$ cat config.mk
export PLATFORM = sky130hd
export DESIGN_NAME = dual_channel_line_irq_status
export DESIGN_NICKNAME = d
export VERILOG_FILES = /design/src/line_irq_pkg.sv /design/src/sticky_flag_byte.sv /design/src/dual_channel_line_irq_status.sv
export SDC_FILE = /design/constraint.sdc
export NUM_CORES = 1
export LEC_CHECK = 0
export CAP_MARGIN = 15
export CORE_MARGIN = 3
export CORE_UTILIZATION = 57
export CTS_CLUSTER_SIZE = 12
export DETAILED_ROUTE_END_ITERATION = 10
export DONT_BUFFER_PORTS = 1
export GPL_ROUTABILITY_DRIVEN = 0
export PLACE_DENSITY = 0.84
export SYNTH_ARGS = -nofsm -noshare
export SYNTH_HDL_FRONTEND = slang
export SYNTH_SLANG_ARGS = --single-unit
$ cat constraint.sdc
create_clock -name i_core_clk -period 1.56 [get_ports i_core_clk]
set_input_delay 0 -clock i_core_clk [delete_from_list [all_inputs] [get_ports i_core_clk]]
set_output_delay 0 -clock i_core_clk [all_outputs]
set_load 0.01 [all_outputs]
$ cat src/line_irq_pkg.sv
// Purpose: Shared constants and carriers for the line interrupt block
// Assumes: One core clock, register access by address and channel select
// Notes:   Offsets are register addresses as seen on the access port
package line_irq_pkg;

    // ************************************************************
    // Register addresses
    // ************************************************************
    localparam logic [7:0] ADDR_SUMMARY      = 8'h0E;
    localparam logic [7:0] ADDR_TIMER_STATUS = 8'h0F;
    localparam logic [7:0] ADDR_LINE_STATUS  = 8'h10;
    localparam logic [7:0] ADDR_ALARM_STATUS = 8'h11;
    localparam logic [7:0] ADDR_TIMER_ENABLE = 8'h12;
    localparam logic [7:0] ADDR_LINE_ENABLE  = 8'h13;
    localparam logic [7:0] ADDR_ALARM_ENABLE = 8'h14;

    // ************************************************************
    // Implemented bit masks and reset values
    // ************************************************************
    localparam logic [7:0] TIMER_MASK   = 8'hF0;
    localparam logic [7:0] LINE_MASK    = 8'h3F;
    localparam logic [7:0] ALARM_MASK   = 8'hBF;
    localparam logic [7:0] BYTE_RESET   = 8'h00;
    localparam logic [7:0] SUMMARY_RESET = 8'h00;
    localparam logic [7:0] READ_IDLE    = 8'h00;

    // ************************************************************
    // Summary register layout
    // ************************************************************
    localparam int SUM_CHAN_A_LSB = 0;
    localparam int SUM_CHAN_B_LSB = 4;
    localparam int SUM_RESERVED   = 3;
    localparam int SUM_CLOCK_FAIL = 7;

    // ************************************************************
    // Line status bit positions
    // ************************************************************
    localparam int LINE_RING_TRIP    = 0;
    localparam int LINE_LOOP_CLOSURE = 1;
    localparam int LINE_GROUND_KEY   = 2;

    localparam int NUM_CHAN = 2;

    // Per channel events: detect fields are live levels, rest pulses
    typedef struct packed {
        logic [3:0] timer;
        logic       ram_access;
        logic       tone_detect;
        logic       voltage_track;
        logic       ground_key;
        logic       loop_closure;
        logic       ring_trip;
        logic       common_balance;
        logic [5:0] power_alarm;
    } chan_events_t;

    // One register access request
    typedef struct packed {
        logic       wr;
        logic       rd;
        logic       chan;
        logic [7:0] addr;
        logic [7:0] wdata;
    } reg_req_t;

endpackage

$ cat src/sticky_flag_byte.sv
// Purpose: One byte of sticky pending flags
// Assumes: Set inputs are one-cycle pulses on the core clock
// Notes:   A set in the cycle of a write wins over the written zero
module sticky_flag_byte #(
    parameter logic [7:0] MASK = 8'hFF
) (
    // Clock and reset
    input  wire logic       i_core_clk,
    input  wire logic       i_nrst,
    // Events and software access
    input  wire logic [7:0] i_set,
    input  wire logic       i_wr,
    input  wire logic [7:0] i_wdata,
    // Flags
    output logic      [7:0] o_flags
);

    logic [7:0] next_flags;

    always_comb begin
        next_flags = ((i_wr ? i_wdata : o_flags) | i_set) & MASK;
    end

    always_ff @(posedge i_core_clk or negedge i_nrst) begin
        if (!i_nrst) begin
            o_flags <= line_irq_pkg::BYTE_RESET;
        end else begin
            o_flags <= next_flags;
        end
    end

endmodule

$ cat src/dual_channel_line_irq_status.sv
// Purpose: Interrupt status, enables and summary for two line channels
// Assumes: Event and detect inputs come from logic on the core clock
// Notes:   Read data appear one cycle after the read request

module dual_channel_line_irq_status (
    // Clock and reset
    input  wire logic                      i_core_clk,
    input  wire logic                      i_nrst,
    // Register access
    input  wire line_irq_pkg::reg_req_t    i_reg_req,
    output logic                           o_reg_rvalid,
    output logic                     [7:0] o_reg_rdata,
    // Mode and clock monitor
    input  wire logic                      i_gci_mode,
    input  wire logic                      i_clock_fail_pending,
    // Channel events
    input  wire line_irq_pkg::chan_events_t [1:0] i_events,
    // Summary for the interrupt pin logic
    output logic                     [7:0] o_summary
);

    // ************************************************************
    // Declarations
    // ************************************************************
    logic [7:0] timer_event_status  [2];
    logic [7:0] line_event_status   [2];
    logic [7:0] alarm_event_status  [2];
    logic [7:0] timer_event_enable  [2];
    logic [7:0] line_event_enable   [2];
    logic [7:0] alarm_event_enable  [2];
    logic [7:0] timer_set           [2];
    logic [7:0] line_set            [2];
    logic [7:0] alarm_set           [2];
    logic [2:0] detect_prev         [2];
    logic [2:0] byte_pending        [2];
    logic [7:0] channel_summary_status;
    logic [7:0] next_summary;
    logic [7:0] next_rdata;
    logic [7:0] sel_timer_status;
    logic [7:0] sel_line_status;
    logic [7:0] sel_alarm_status;
    logic [7:0] sel_timer_enable;
    logic [7:0] sel_line_enable;
    logic [7:0] sel_alarm_enable;
    logic       chan_a_byte1_pending;
    logic       chan_a_byte2_pending;
    logic       chan_a_byte3_pending;
    logic       chan_b_byte1_pending;
    logic       chan_b_byte2_pending;
    logic       chan_b_byte3_pending;
    logic       clock_fail_pending;
    logic       status_wr_ok;

    // Status bytes take software writes in GCI mode only
    assign status_wr_ok = i_reg_req.wr & i_gci_mode;

    // ************************************************************
    // Per channel status and enables
    // ************************************************************
    for (genvar ch = 0; ch < line_irq_pkg::NUM_CHAN; ch++) begin : g_chan
        logic sel;
        logic [2:0] detect_now;
        logic [2:0] detect_rise;

        assign sel = (i_reg_req.chan == 1'(ch));
        assign detect_now = {i_events[ch].ground_key,
                             i_events[ch].loop_closure,
                             i_events[ch].ring_trip};
        // Live detects are levels; their rise is kept as history
        assign detect_rise = detect_now & ~detect_prev[ch];

        always_ff @(posedge i_core_clk or negedge i_nrst) begin
            if (!i_nrst) begin
                detect_prev[ch] <= 3'h0;
            end else begin
                detect_prev[ch] <= detect_now;
            end
        end

        // Events are recorded only while enabled
        assign timer_set[ch] = {i_events[ch].timer, 4'h0}
                               & timer_event_enable[ch];
        assign line_set[ch] = {2'h0,
                               i_events[ch].ram_access,
                               i_events[ch].tone_detect,
                               i_events[ch].voltage_track,
                               detect_rise}
                              & line_event_enable[ch];
        assign alarm_set[ch] = {i_events[ch].common_balance, 1'h0,
                                i_events[ch].power_alarm}
                               & alarm_event_enable[ch];

        sticky_flag_byte #(
            .MASK (line_irq_pkg::TIMER_MASK)
        ) u_timer (
            .i_core_clk (i_core_clk),
            .i_nrst     (i_nrst),
            .i_set      (timer_set[ch]),
            .i_wr       (status_wr_ok & sel & (i_reg_req.addr ==
                         line_irq_pkg::ADDR_TIMER_STATUS)),
            .i_wdata    (i_reg_req.wdata),
            .o_flags    (timer_event_status[ch])
        );

        sticky_flag_byte #(
            .MASK (line_irq_pkg::LINE_MASK)
        ) u_line (
            .i_core_clk (i_core_clk),
            .i_nrst     (i_nrst),
            .i_set      (line_set[ch]),
            .i_wr       (status_wr_ok & sel & (i_reg_req.addr ==
                         line_irq_pkg::ADDR_LINE_STATUS)),
            .i_wdata    (i_reg_req.wdata),
            .o_flags    (line_event_status[ch])
        );

        sticky_flag_byte #(
            .MASK (line_irq_pkg::ALARM_MASK)
        ) u_alarm (
            .i_core_clk (i_core_clk),
            .i_nrst     (i_nrst),
            .i_set      (alarm_set[ch]),
            .i_wr       (status_wr_ok & sel & (i_reg_req.addr ==
                         line_irq_pkg::ADDR_ALARM_STATUS)),
            .i_wdata    (i_reg_req.wdata),
            .o_flags    (alarm_event_status[ch])
        );

        // Enable registers, reserved bits held at zero
        always_ff @(posedge i_core_clk or negedge i_nrst) begin
            if (!i_nrst) begin
                timer_event_enable[ch] <= line_irq_pkg::BYTE_RESET;
                line_event_enable[ch]  <= line_irq_pkg::BYTE_RESET;
                alarm_event_enable[ch] <= line_irq_pkg::BYTE_RESET;
            end else if (i_reg_req.wr && sel) begin
                if (i_reg_req.addr == line_irq_pkg::ADDR_TIMER_ENABLE) begin
                    timer_event_enable[ch] <= i_reg_req.wdata
                        & line_irq_pkg::TIMER_MASK;
                end
                if (i_reg_req.addr == line_irq_pkg::ADDR_LINE_ENABLE) begin
                    line_event_enable[ch] <= i_reg_req.wdata
                        & line_irq_pkg::LINE_MASK;
                end
                if (i_reg_req.addr == line_irq_pkg::ADDR_ALARM_ENABLE) begin
                    alarm_event_enable[ch] <= i_reg_req.wdata
                        & line_irq_pkg::ALARM_MASK;
                end
            end
        end

        // A byte pends while any enabled flag in it is set
        assign byte_pending[ch] = {
            |(alarm_event_status[ch] & alarm_event_enable[ch]),
            |(line_event_status[ch] & line_event_enable[ch]),
            |(timer_event_status[ch] & timer_event_enable[ch])
        };
    end

    // ************************************************************
    // Shared summary register
    // ************************************************************
    assign chan_a_byte1_pending = byte_pending[0][0];
    assign chan_a_byte2_pending = byte_pending[0][1];
    assign chan_a_byte3_pending = byte_pending[0][2];
    assign chan_b_byte1_pending = byte_pending[1][0];
    assign chan_b_byte2_pending = byte_pending[1][1];
    assign chan_b_byte3_pending = byte_pending[1][2];
    assign clock_fail_pending   = i_clock_fail_pending;

    always_comb begin
        next_summary = line_irq_pkg::SUMMARY_RESET;
        next_summary[line_irq_pkg::SUM_CHAN_A_LSB +: 3] =
            {chan_a_byte3_pending, chan_a_byte2_pending,
             chan_a_byte1_pending};
        next_summary[line_irq_pkg::SUM_CHAN_B_LSB +: 3] =
            {chan_b_byte3_pending, chan_b_byte2_pending,
             chan_b_byte1_pending};
        next_summary[line_irq_pkg::SUM_CLOCK_FAIL] =
            clock_fail_pending;
    end

    // Read-only: no write path reaches this register
    always_ff @(posedge i_core_clk or negedge i_nrst) begin
        if (!i_nrst) begin
            channel_summary_status <= line_irq_pkg::SUMMARY_RESET;
        end else begin
            channel_summary_status <= next_summary;
        end
    end

    assign o_summary = channel_summary_status;

    // ************************************************************
    // Read path
    // ************************************************************
    assign sel_timer_status = timer_event_status[i_reg_req.chan];
    assign sel_line_status  = line_event_status[i_reg_req.chan];
    assign sel_alarm_status = alarm_event_status[i_reg_req.chan];
    assign sel_timer_enable = timer_event_enable[i_reg_req.chan];
    assign sel_line_enable  = line_event_enable[i_reg_req.chan];
    assign sel_alarm_enable = alarm_event_enable[i_reg_req.chan];

    always_comb begin
        case (i_reg_req.addr)
            line_irq_pkg::ADDR_SUMMARY:      next_rdata =
                channel_summary_status;
            line_irq_pkg::ADDR_TIMER_STATUS: next_rdata = sel_timer_status;
            line_irq_pkg::ADDR_LINE_STATUS:  next_rdata = sel_line_status;
            line_irq_pkg::ADDR_ALARM_STATUS: next_rdata = sel_alarm_status;
            line_irq_pkg::ADDR_TIMER_ENABLE: next_rdata = sel_timer_enable;
            line_irq_pkg::ADDR_LINE_ENABLE:  next_rdata = sel_line_enable;
            line_irq_pkg::ADDR_ALARM_ENABLE: next_rdata = sel_alarm_enable;
            default:                         next_rdata =
                line_irq_pkg::READ_IDLE;
        endcase
    end

    always_ff @(posedge i_core_clk or negedge i_nrst) begin
        if (!i_nrst) begin
            o_reg_rdata  <= line_irq_pkg::READ_IDLE;
            o_reg_rvalid <= 1'b0;
        end else begin
            o_reg_rvalid <= i_reg_req.rd;
            if (i_reg_req.rd) begin
                o_reg_rdata <= next_rdata;
            end
        end
    end

    // ************************************************************
    // Checks
    // ************************************************************
    a_summary_reserved_zero: assert property (
        @(posedge i_core_clk) disable iff (!i_nrst)
        o_summary[line_irq_pkg::SUM_RESERVED] == 1'b0
    ) else $error("summary reserved bit set");

    a_chan_a_pending: assert property (
        @(posedge i_core_clk) disable iff (!i_nrst)
        (timer_event_status[0] & timer_event_enable[0]) != 8'h00
        |=> o_summary[line_irq_pkg::SUM_CHAN_A_LSB]
    ) else $error("channel A timer byte pending not shown");

    a_chan_b_pending: assert property (
        @(posedge i_core_clk) disable iff (!i_nrst)
        (alarm_event_status[1] & alarm_event_enable[1]) == 8'h00
        |=> !o_summary[line_irq_pkg::SUM_CHAN_B_LSB + 2]
    ) else $error("channel B alarm byte pending without cause");

    a_clock_fail_bit: assert property (
        @(posedge i_core_clk) disable iff (!i_nrst)
        i_clock_fail_pending |=> o_summary[line_irq_pkg::SUM_CLOCK_FAIL]
    ) else $error("clock failure not reported in summary");

    a_status_reserved: assert property (
        @(posedge i_core_clk) disable iff (!i_nrst)
        timer_event_status[0][3:0] == 4'h0
        && line_event_status[1][7:6] == 2'h0
        && alarm_event_status[0][6] == 1'b0
    ) else $error("reserved status bit set");

    a_nongci_write_ignored: assert property (
        @(posedge i_core_clk) disable iff (!i_nrst)
        (i_reg_req.wr && !i_gci_mode && !i_reg_req.chan
         && i_reg_req.addr == line_irq_pkg::ADDR_LINE_STATUS
         && line_set[0] == 8'h00)
        |=> $stable(line_event_status[0])
    ) else $error("status changed by write outside GCI mode");

    a_gci_write_clears: assert property (
        @(posedge i_core_clk) disable iff (!i_nrst)
        (i_reg_req.wr && i_gci_mode && i_reg_req.chan
         && i_reg_req.addr == line_irq_pkg::ADDR_TIMER_STATUS
         && i_reg_req.wdata == 8'h00 && timer_set[1] == 8'h00)
        |=> timer_event_status[1] == 8'h00
    ) else $error("GCI write did not clear timer status");

    a_enable_write: assert property (
        @(posedge i_core_clk) disable iff (!i_nrst)
        (i_reg_req.wr && !i_reg_req.chan
         && i_reg_req.addr == line_irq_pkg::ADDR_LINE_ENABLE)
        |=> line_event_enable[0] ==
            ($past(i_reg_req.wdata) & line_irq_pkg::LINE_MASK)
    ) else $error("line enable write not stored");

    a_loop_history: assert property (
        @(posedge i_core_clk) disable iff (!i_nrst)
        ($rose(i_events[0].loop_closure)
         && line_event_enable[0][line_irq_pkg::LINE_LOOP_CLOSURE]
         && !i_reg_req.wr)
        |=> line_event_status[0][line_irq_pkg::LINE_LOOP_CLOSURE]
        ##1 (line_event_status[0][line_irq_pkg::LINE_LOOP_CLOSURE]
             || $past(i_reg_req.wr))
    ) else $error("loop closure history lost");

    a_alarm_masked: assert property (
        @(posedge i_core_clk) disable iff (!i_nrst)
        (!alarm_event_status[1][0] && !alarm_event_enable[1][0]
         && !(i_reg_req.wr && i_gci_mode))
        |=> !alarm_event_status[1][0]
    ) else $error("masked power alarm recorded");

    a_summary_read: assert property (
        @(posedge i_core_clk) disable iff (!i_nrst)
        (i_reg_req.rd && i_reg_req.addr == line_irq_pkg::ADDR_SUMMARY)
        |=> o_reg_rvalid && o_reg_rdata == $past(o_summary)
    ) else $error("summary read returned wrong data");

endmodule

==> flow_summary.yaml, run 1 <==
cells_and_area:
  drive_above_1_share_pct: 26.9
  final_net_count: 516
  fillers: 453
  diodes: 0
  syn_to_final_growth_pct: 26.9
yosys:
  netlist.area_leader.share_pct: 51.2
  synth_nets: 433
  syn_area_per_cell_um2: 11.7
  synth_compound_area_share_pct: 10.1
  yosysWarnings: 0
  yosys.area_share.simple_pct: 14.1
  muxShareOfSynthArea_pct: 22.3
  syn_area_um2: 4400
  synth-seq-cells: 90
  ys_seq_area_share_pct: 51.2
  synthArstFlopShare_pct: 100
  synthAdderAreaFrac_pct: 0
  synth_area_leaders: "dfrtp_1, mux2_2, mux2i_1, nand2_1, mux4_2"
  synth_xor_area_share_pct: 0
  yosysTopAreaCell: "dfrtp_1"
  synth_enable_flop_cells: 0
  synthCells: 376
  synthFlopType: "dfrtp_1"
  synth_cell_types: 46
  synth_top_family_by_area: "multiplexers"
hold_path:
  min_path_type: "input port to async pin"
power_and_ir_drop:
  switching_share_pct: 26.9
  p_comb_share_pct: 15.1
  powerDensity_nw_per_um2: 1000
  pwr-share-seq_pct: 51.6
  leakage_nw: 2.66
  internal_power_mw: 4.10
  p_clk_share_pct: 33.2
  p_switching_mw: 1.50
  ir_worst_vdd_uv: 700
sta:
  timing.hold.ws_ps: -682
  hold_viol: 99
  setup_tns_ps: -162
  finalSetupViolCount: 3
  fmax_mhz: 603
  rsz0062_at_grt: "true"
  min_period_over_period_pct: 106
  max-slew-margin-rel_pct: 57.6
  fin_crit_ps: 1660
  drv_slew: 0
  tightest_slew_ps: 634
  clock_skew_ps: 11.9
  fin_ws_ps: -97.8
critical_path:
  cp-start-kind: "register"
  critical_path_required_ps: 1800
  crit_type: "register to register"
  end_kind: "register"
  crit_arrival_ps: 1890
  cp_max_fo: 2
detailed_routing:
  drt_pre_antenna_iters: 6
  drc: 0
  vias: 3672
  routed_wl_mm: 13.1
  vias_per_cell: 6.52
  wire_per_inst_um: 23.3
  ant_nets: 0
  drtIter0Drc: 435
place:
  io_buffers: 0
  hpwl_mm: 8.40
global_route:
  grt_pass1_wl_mm: 20.5
  grt_overflow: 0
  grt_start_max_net_pins: 91
  grt_pass1_vias: 3827
  grt_use_total_pct: 30.9
  antenna_found_initial: 0
floorplan:
  coreArea_um2: 7370
  io_pins: 74
  die_x_um: 93.9
  die_h_um: 93.9
  start_util_pct: 59.7
  dieArea_um2: 8820
  rows: 31
clock_tree:
  ctsHoldBuffers: 48
  cts_tree: "done"
  clock_sinks: 90
  clock_latency_ps: 370
  clk_pin_slew_worst_paths_ps: 90
  cts_max_level: 3
  cts_buffers: 9
  cts_root_buf: "clkbuf_8"
  clk_path_buf_depth: 2
run_status:
  status: "finished, violations left"
  violations: "negative hold slack, negative setup slack"
job:
  max-cap-violations: 0
flip-flops by register name (all words and copies together) (netlist names):
signal                  cells
g_chan.u_line.o_flags      12
o_reg_rvalid                1
detect_prev                 6
line_event_enable          12
o_summary                   7
alarm_event_enable         14
g_chan.u_alarm.o_flags     14
o_reg_rdata                 8
timer_event_enable          8
g_chan.u_timer.o_flags      8
path summary, 6_finish.rpt:
check,startpoint,end,slack (ps),depth (start not counted)
setup / recovery,line_event_enable[1]$_DFFE_PN0P_,o_reg_rdata[1]$_DFFE_PN0P_,-100,5
setup reg to reg,line_event_enable[1]$_DFFE_PN0P_,o_reg_rdata[1]$_DFFE_PN0P_,-100,5
hold / removal,i_nrst,line_event_enable[3]$_DFFE_PN0P_,-680,0
hold reg to reg,detect_prev[0]$_DFF_PN0_,g_chan[1].u_line.o_flags[0]$_DFF_PN0_,440,1
min in group i_core_clk,i_reg_req[17],o_reg_rvalid$_DFF_PN0_,-350,0
max in group asynchronous,i_nrst,alarm_event_enable[3]$_DFFE_PN0P_,2100,0
cells by family after synthesis:
family | after synthesis
multiplexers | 84
buffers and inverters | 20
AO/OA/AOI/OAI | 59
other | 1
AND/OR/NAND/NOR | 122
flip-flops | 90
per-layer routing:
| layer | track usage (%) | vias up | share of wire [%] |
|---|---|---|---|
| li1 | - | 1550 | - |
| met1 | 39.3 | 1802 | 37 |
| met2 | 49.4 | 258 | 49 |
| met3 | 6.97 | 62 | 9.8 |
| met4 | 16.0 | 0 | 4.6 |
| met5 | 0 | - | 0 |
power by group through the flow:
stage	Sequential (mW)	Clock (mW)	Combinational, mW
floorplan	2.82	0	0.514
global placement	2.90	0	0.625
detailed placement	2.91	0	0.661
CTS	2.87	1.87	0.814
global route	2.92	1.98	0.905
finish	2.89	1.86	0.847
synth_stat cells, types with 2 or more instances:
master / instances
o22ai_1: 4
a2bb2oi_1: 2
a221oi_1: 4
nand2b_1: 2
buf_4: 2
o21ai_0: 7
buf_1: 3
dfrtp_1: 90
a22oi_1: 17
nor3_4: 3
buf_2: 4
a221o_1: 8
mux2_2: 42
a211oi_1: 3
nor3_1: 2
a222oi_1: 2
or3_1: 2
inv_1: 4
buf_6: 2
nand2_1: 62
clkbuf_1: 5
a21oi_1: 6
nand3_1: 11
nor2b_1: 10
mux2i_1: 35
nor2_1: 18
mux4_2: 7
worst max-delay path, stage by stage, from the launching register on:
cell	delay (ps)
dfrtp_1	410
mux4_2	480
a22oi_2	180
nor2_1	80
a221oi_2	270
a21oi_1	120
cells in the final DEF, fill, tap and decap left out, types with 2 or more instances in the layout:
cell type / instances
inv_1: 4
bufinv_16: 2
a2bb2oi_1: 2
nor2_1: 16
a211oi_1: 3
nor3_1: 2
nand2b_1: 2
a22oi_2: 3
a22oi_1: 14
nor2b_1: 10
a221o_1: 8
mux4_2: 7
a222oi_1: 2
o22ai_1: 4
or3b_4: 2
a21oi_1: 6
buf_12: 2
clkbuf_8: 11
nand2_1: 61
dfrtp_1: 90
nor2_2: 2
mux2i_1: 35
nand3_1: 11
dlygate4sd3_1: 48
mux2_4: 12
or3_1: 2
a221oi_2: 3
mux2_2: 30
nor3_4: 3
buf_4: 38
o21ai_0: 7
layout make-up:
cell class / count / area [µm²] / share of cell area [%]
tap: 99 / 124 / 2.22
multi-input combinational: 266 / 2150 / 38.5
inverter: 4 / 15.0 / 0.269
timing repair buffer: 88 / 806 / 14.4
clock inverter: 5 / 85.1 / 1.52
sequential: 90 / 2250 / 40.3
clock buffer: 11 / 151 / 2.71
stage by stage:
step	std cells	power (mW)	util (%)	instance area, µm²	setup WS, ps
2_1_floorplan	376	3.34	-	4490	-311
3_3_place_gp	497	3.52	65.4	4820	-176
3_5_place_dp	497	3.58	65.4	4820	-217
4_1_cts	562	5.56	75.7	5580	-47.2
5_1_grt	563	5.80	75.8	5590	-131
6_report	563	5.60	75.8	5590	-97.8
repair_timing:
item	CTS	global route
buffers inserted	1	1
hold endpoints to repair	174	99
resized for setup	6	1
pin swaps	4	3
setup endpoints to repair	3	3
(Power assumes the default switching activity.)
==> run 2, diff against run 1 <==
--- a/config.mk
+++ b/config.mk
@@ -7,12 +7,13 @@
 export LEC_CHECK = 0
 export CAP_MARGIN = 15
 export CORE_MARGIN = 3
-export CORE_UTILIZATION = 57
+export CORE_UTILIZATION = 58
 export CTS_CLUSTER_SIZE = 12
 export DETAILED_ROUTE_END_ITERATION = 10
 export DONT_BUFFER_PORTS = 1
 export GPL_ROUTABILITY_DRIVEN = 0
-export PLACE_DENSITY = 0.84
+export PLACE_DENSITY = 0.85
 export SYNTH_ARGS = -nofsm -noshare
 export SYNTH_HDL_FRONTEND = slang
+export SYNTH_HIERARCHICAL = 1
 export SYNTH_SLANG_ARGS = --single-unit
==> flow_summary.yaml, run 2 <==
run_status:
  status: "finished, violations left"
  violations: "negative hold slack"
detailed_routing:
  drt_pre_antenna_iters: 5
  vias: 3856
  drtIter0Drc: 392
  routed_wl_mm: 13.1
  drc: 0
  ant_nets: 0
  vias_per_cell: 6.47
  wire_per_inst_um: 22.0
global_route:
  grt_busiest_layer: "met2"
  gr-usage-met3_pct: 6.10
  grt_pass1_vias: 3964
  grt_start_max_net_pins: 91
  grtUsageMet1_pct: 38.3
  grtUsageMet2_pct: 45.0
  antenna_found_initial: 0
  grt_use_total_pct: 28.1
  grt_overflow: 0
  grt_pass1_wl_mm: 21.2
clock_tree:
  cts_max_level: 3
  clk_path_buf_depth: 2
  cts_buffers: 9
  cts_root_buf: "clkbuf_8"
  clk_pin_slew_worst_paths_ps: 90
  post_cts_buffers: 0
  clock_latency_ps: 360
  clock_sinks: 90
  ctsHoldBuffers: 48
  cts_tree: "done"
critical_path:
  crit_type: "input port to register"
  cp-start-kind: "input port"
  r2r-end: "o_reg_rdata[3]$_DFFE_PN0P_"
  rrSetupSlack_ps: 170
  critical_path_required_ps: 1810
  end_kind: "register"
  crit_arrival_ps: 1730
  r2r_start: "g_chan[1].u_alarm/o_flags[3]$_DFF_PN0_"
  rr_worst_depth: 4
  cp_max_fo: 7
place:
  hpwl_mm: 8.69
  io_buffers: 0
  dp_slack_ps: -349
  dp_cells: 532
yosys:
  synth_enable_flop_cells: 0
  ys_seq_area_share_pct: 46.2
  synth_xor_area_share_pct: 0
  yosys.area_share.simple_pct: 17.8
  synthCells: 434
  yosysWarnings: 6
  synthArstFlopShare_pct: 100
  muxShareOfSynthArea_pct: 16.5
  yosysTopAreaCell: "dfrtp_1"
  synth_compound_area_share_pct: 14.4
  synth_top_family_by_area: "simple AND/OR/NAND/NOR gates"
  synth_area_leaders: "dfrtp_1, mux2_2, mux2i_1, a211o_1, and2_1"
  synth_cell_types: 51
  synth_common_cells: "dfrtp_1, mux2_2, mux2i_1, and2_1, a211o_1"
  synth-seq-cells: 90
  synth.most_common_cell: "dfrtp_1"
  syn_area_per_cell_um2: 11.2
  synthFlopType: "dfrtp_1"
  syn_area_um2: 4880
  netlist.area_leader.share_pct: 46.2
  synthAdderAreaFrac_pct: 0
sta:
  finalSetupViolCount: 0
  clock_skew_ps: 10.6
  hold_viol: 90
  min_period_over_period_pct: 95.0
  tightest_slew_ps: 766
  fin_ws_ps: 77.6
  drv_slew: 0
  fmax_mhz: 675
  fin_crit_ps: 1480
  max-slew-margin-rel_pct: 48.9
  timing.hold.ws_ps: -674
power_and_ir_drop:
  finalPower_mw: 5.34
  leakage_nw: 2.82
  powerDensity_nw_per_um2: 927
  ir_worst_vdd_uv: 693
floorplan:
  io_pins: 74
  rows: 32
  start_util_pct: 61.6
  die_x_um: 97.7
  dieArea_um2: 9550
  coreArea_um2: 7930
  die_h_um: 97.7
cells_and_area:
  final_cell_mix: "dfrtp_1, dlygate4sd3_1, mux2i_1"
  syn_to_final_growth_pct: 18.1
  drive_above_1_share_pct: 22.5
  utilization_pct: 72.7
  largestRegisters: "alarm_event_enable: 14 flops, g_chan.u_alarm/o_flags: 14 flops"
  final_cells: 596
  final_net_count: 546
  layout_commonest_cell: "dfrtp_1"
job:
  max-cap-violations: 0
hold_path:
  min_path_type: "input port to async pin"
-- run 2: power by group --
part	internal [mW]	switching (mW)	leakage, nW
logic	0.526	0.332	1.53
registers	2.62	0.298	1.19
clock network	0.779	0.792	0.0897
total	3.92	1.42	2.82
-- run 2: layout make-up --
cell class                 count  area, µm²
multi-input combinational    316       2520
timing repair buffer          71        672
tap                          102        128
clock buffer                  13        149
inverter                       1       3.75
sequential                    90       2250
clock inverter                 2       37.5
fill                         524       2170
antenna                        1       2.50
-- run 2: repair_timing --
action / in CTS / in global routing
gates resized for setup: 0 / 5
setup endpoints to repair: 0 / 15
endpoints found under the hold margin: 174 / 90
-- run 2: kinds of logic (layout without fill, tap and decap cells) --
logic type             after synthesis  count (layout)
AOI/OAI and AO/OA                   89              89
buffers and inverters               36              87
DFF                                 90              90
muxes                               72              72
other                                7              16
and+or+nand+nor                    140             140
-- run 2: metal layers --
metal | wire length (µm) | vias to the layer above | part of all wire [%]
li1 | - | 1674 | -
met1 | 5170 | 1929 | 39
met2 | 6340 | 211 | 48
met3 | 1250 | 42 | 9.5
met4 | 367 | 0 | 2.8
met5 | 0 | - | 0
-- run 2: how the worst max path moves through the flow --
| stage | depth (start not counted) | slack [ps] | from | end |
|---|---|---|---|---|
| 2_1_floorplan | 7 | -290 | i_reg_req[13] | g_chan[1].u_line/o_flags[3]$_DFF_PN0_ |
| 3_3_place_gp | 6 | -300 | i_reg_req[13] | g_chan[1].u_line/o_flags[3]$_DFF_PN0_ |
| 3_5_place_dp | 6 | -350 | i_reg_req[13] | g_chan[0].u_line/o_flags[3]$_DFF_PN0_ |
| 4_1_cts | 5 | 7 | i_reg_req[8] | g_chan[0].u_line/o_flags[3]$_DFF_PN0_ |
| 5_1_grt | 4 | -9 | i_reg_req[17] | o_reg_rdata[0]$_DFFE_PN0P_ |
| 6_report | 6 | 80 | i_reg_req[13] | g_chan[1].u_line/o_flags[0]$_DFF_PN0_ |
-- run 2: worst max-delay path, stage by stage --
cell and delay [ps]:
or3_4 380, or4_4 550, nor4b_4 340, buf_6 190
nor2b_2 40, a211o_1 230
-- run 2: metrics by stage --
| stage | cell area (µm²) | TNS (ps) |
|---|---|---|
| after detailed placement | 5070 | -9980 |
| after global routing | 5760 | -9.07 |
| after floorplan | 4980 | -7940 |
| final | 5760 | 0 |
| after CTS | 5730 | 0 |
| after global placement | 5070 | -9280 |
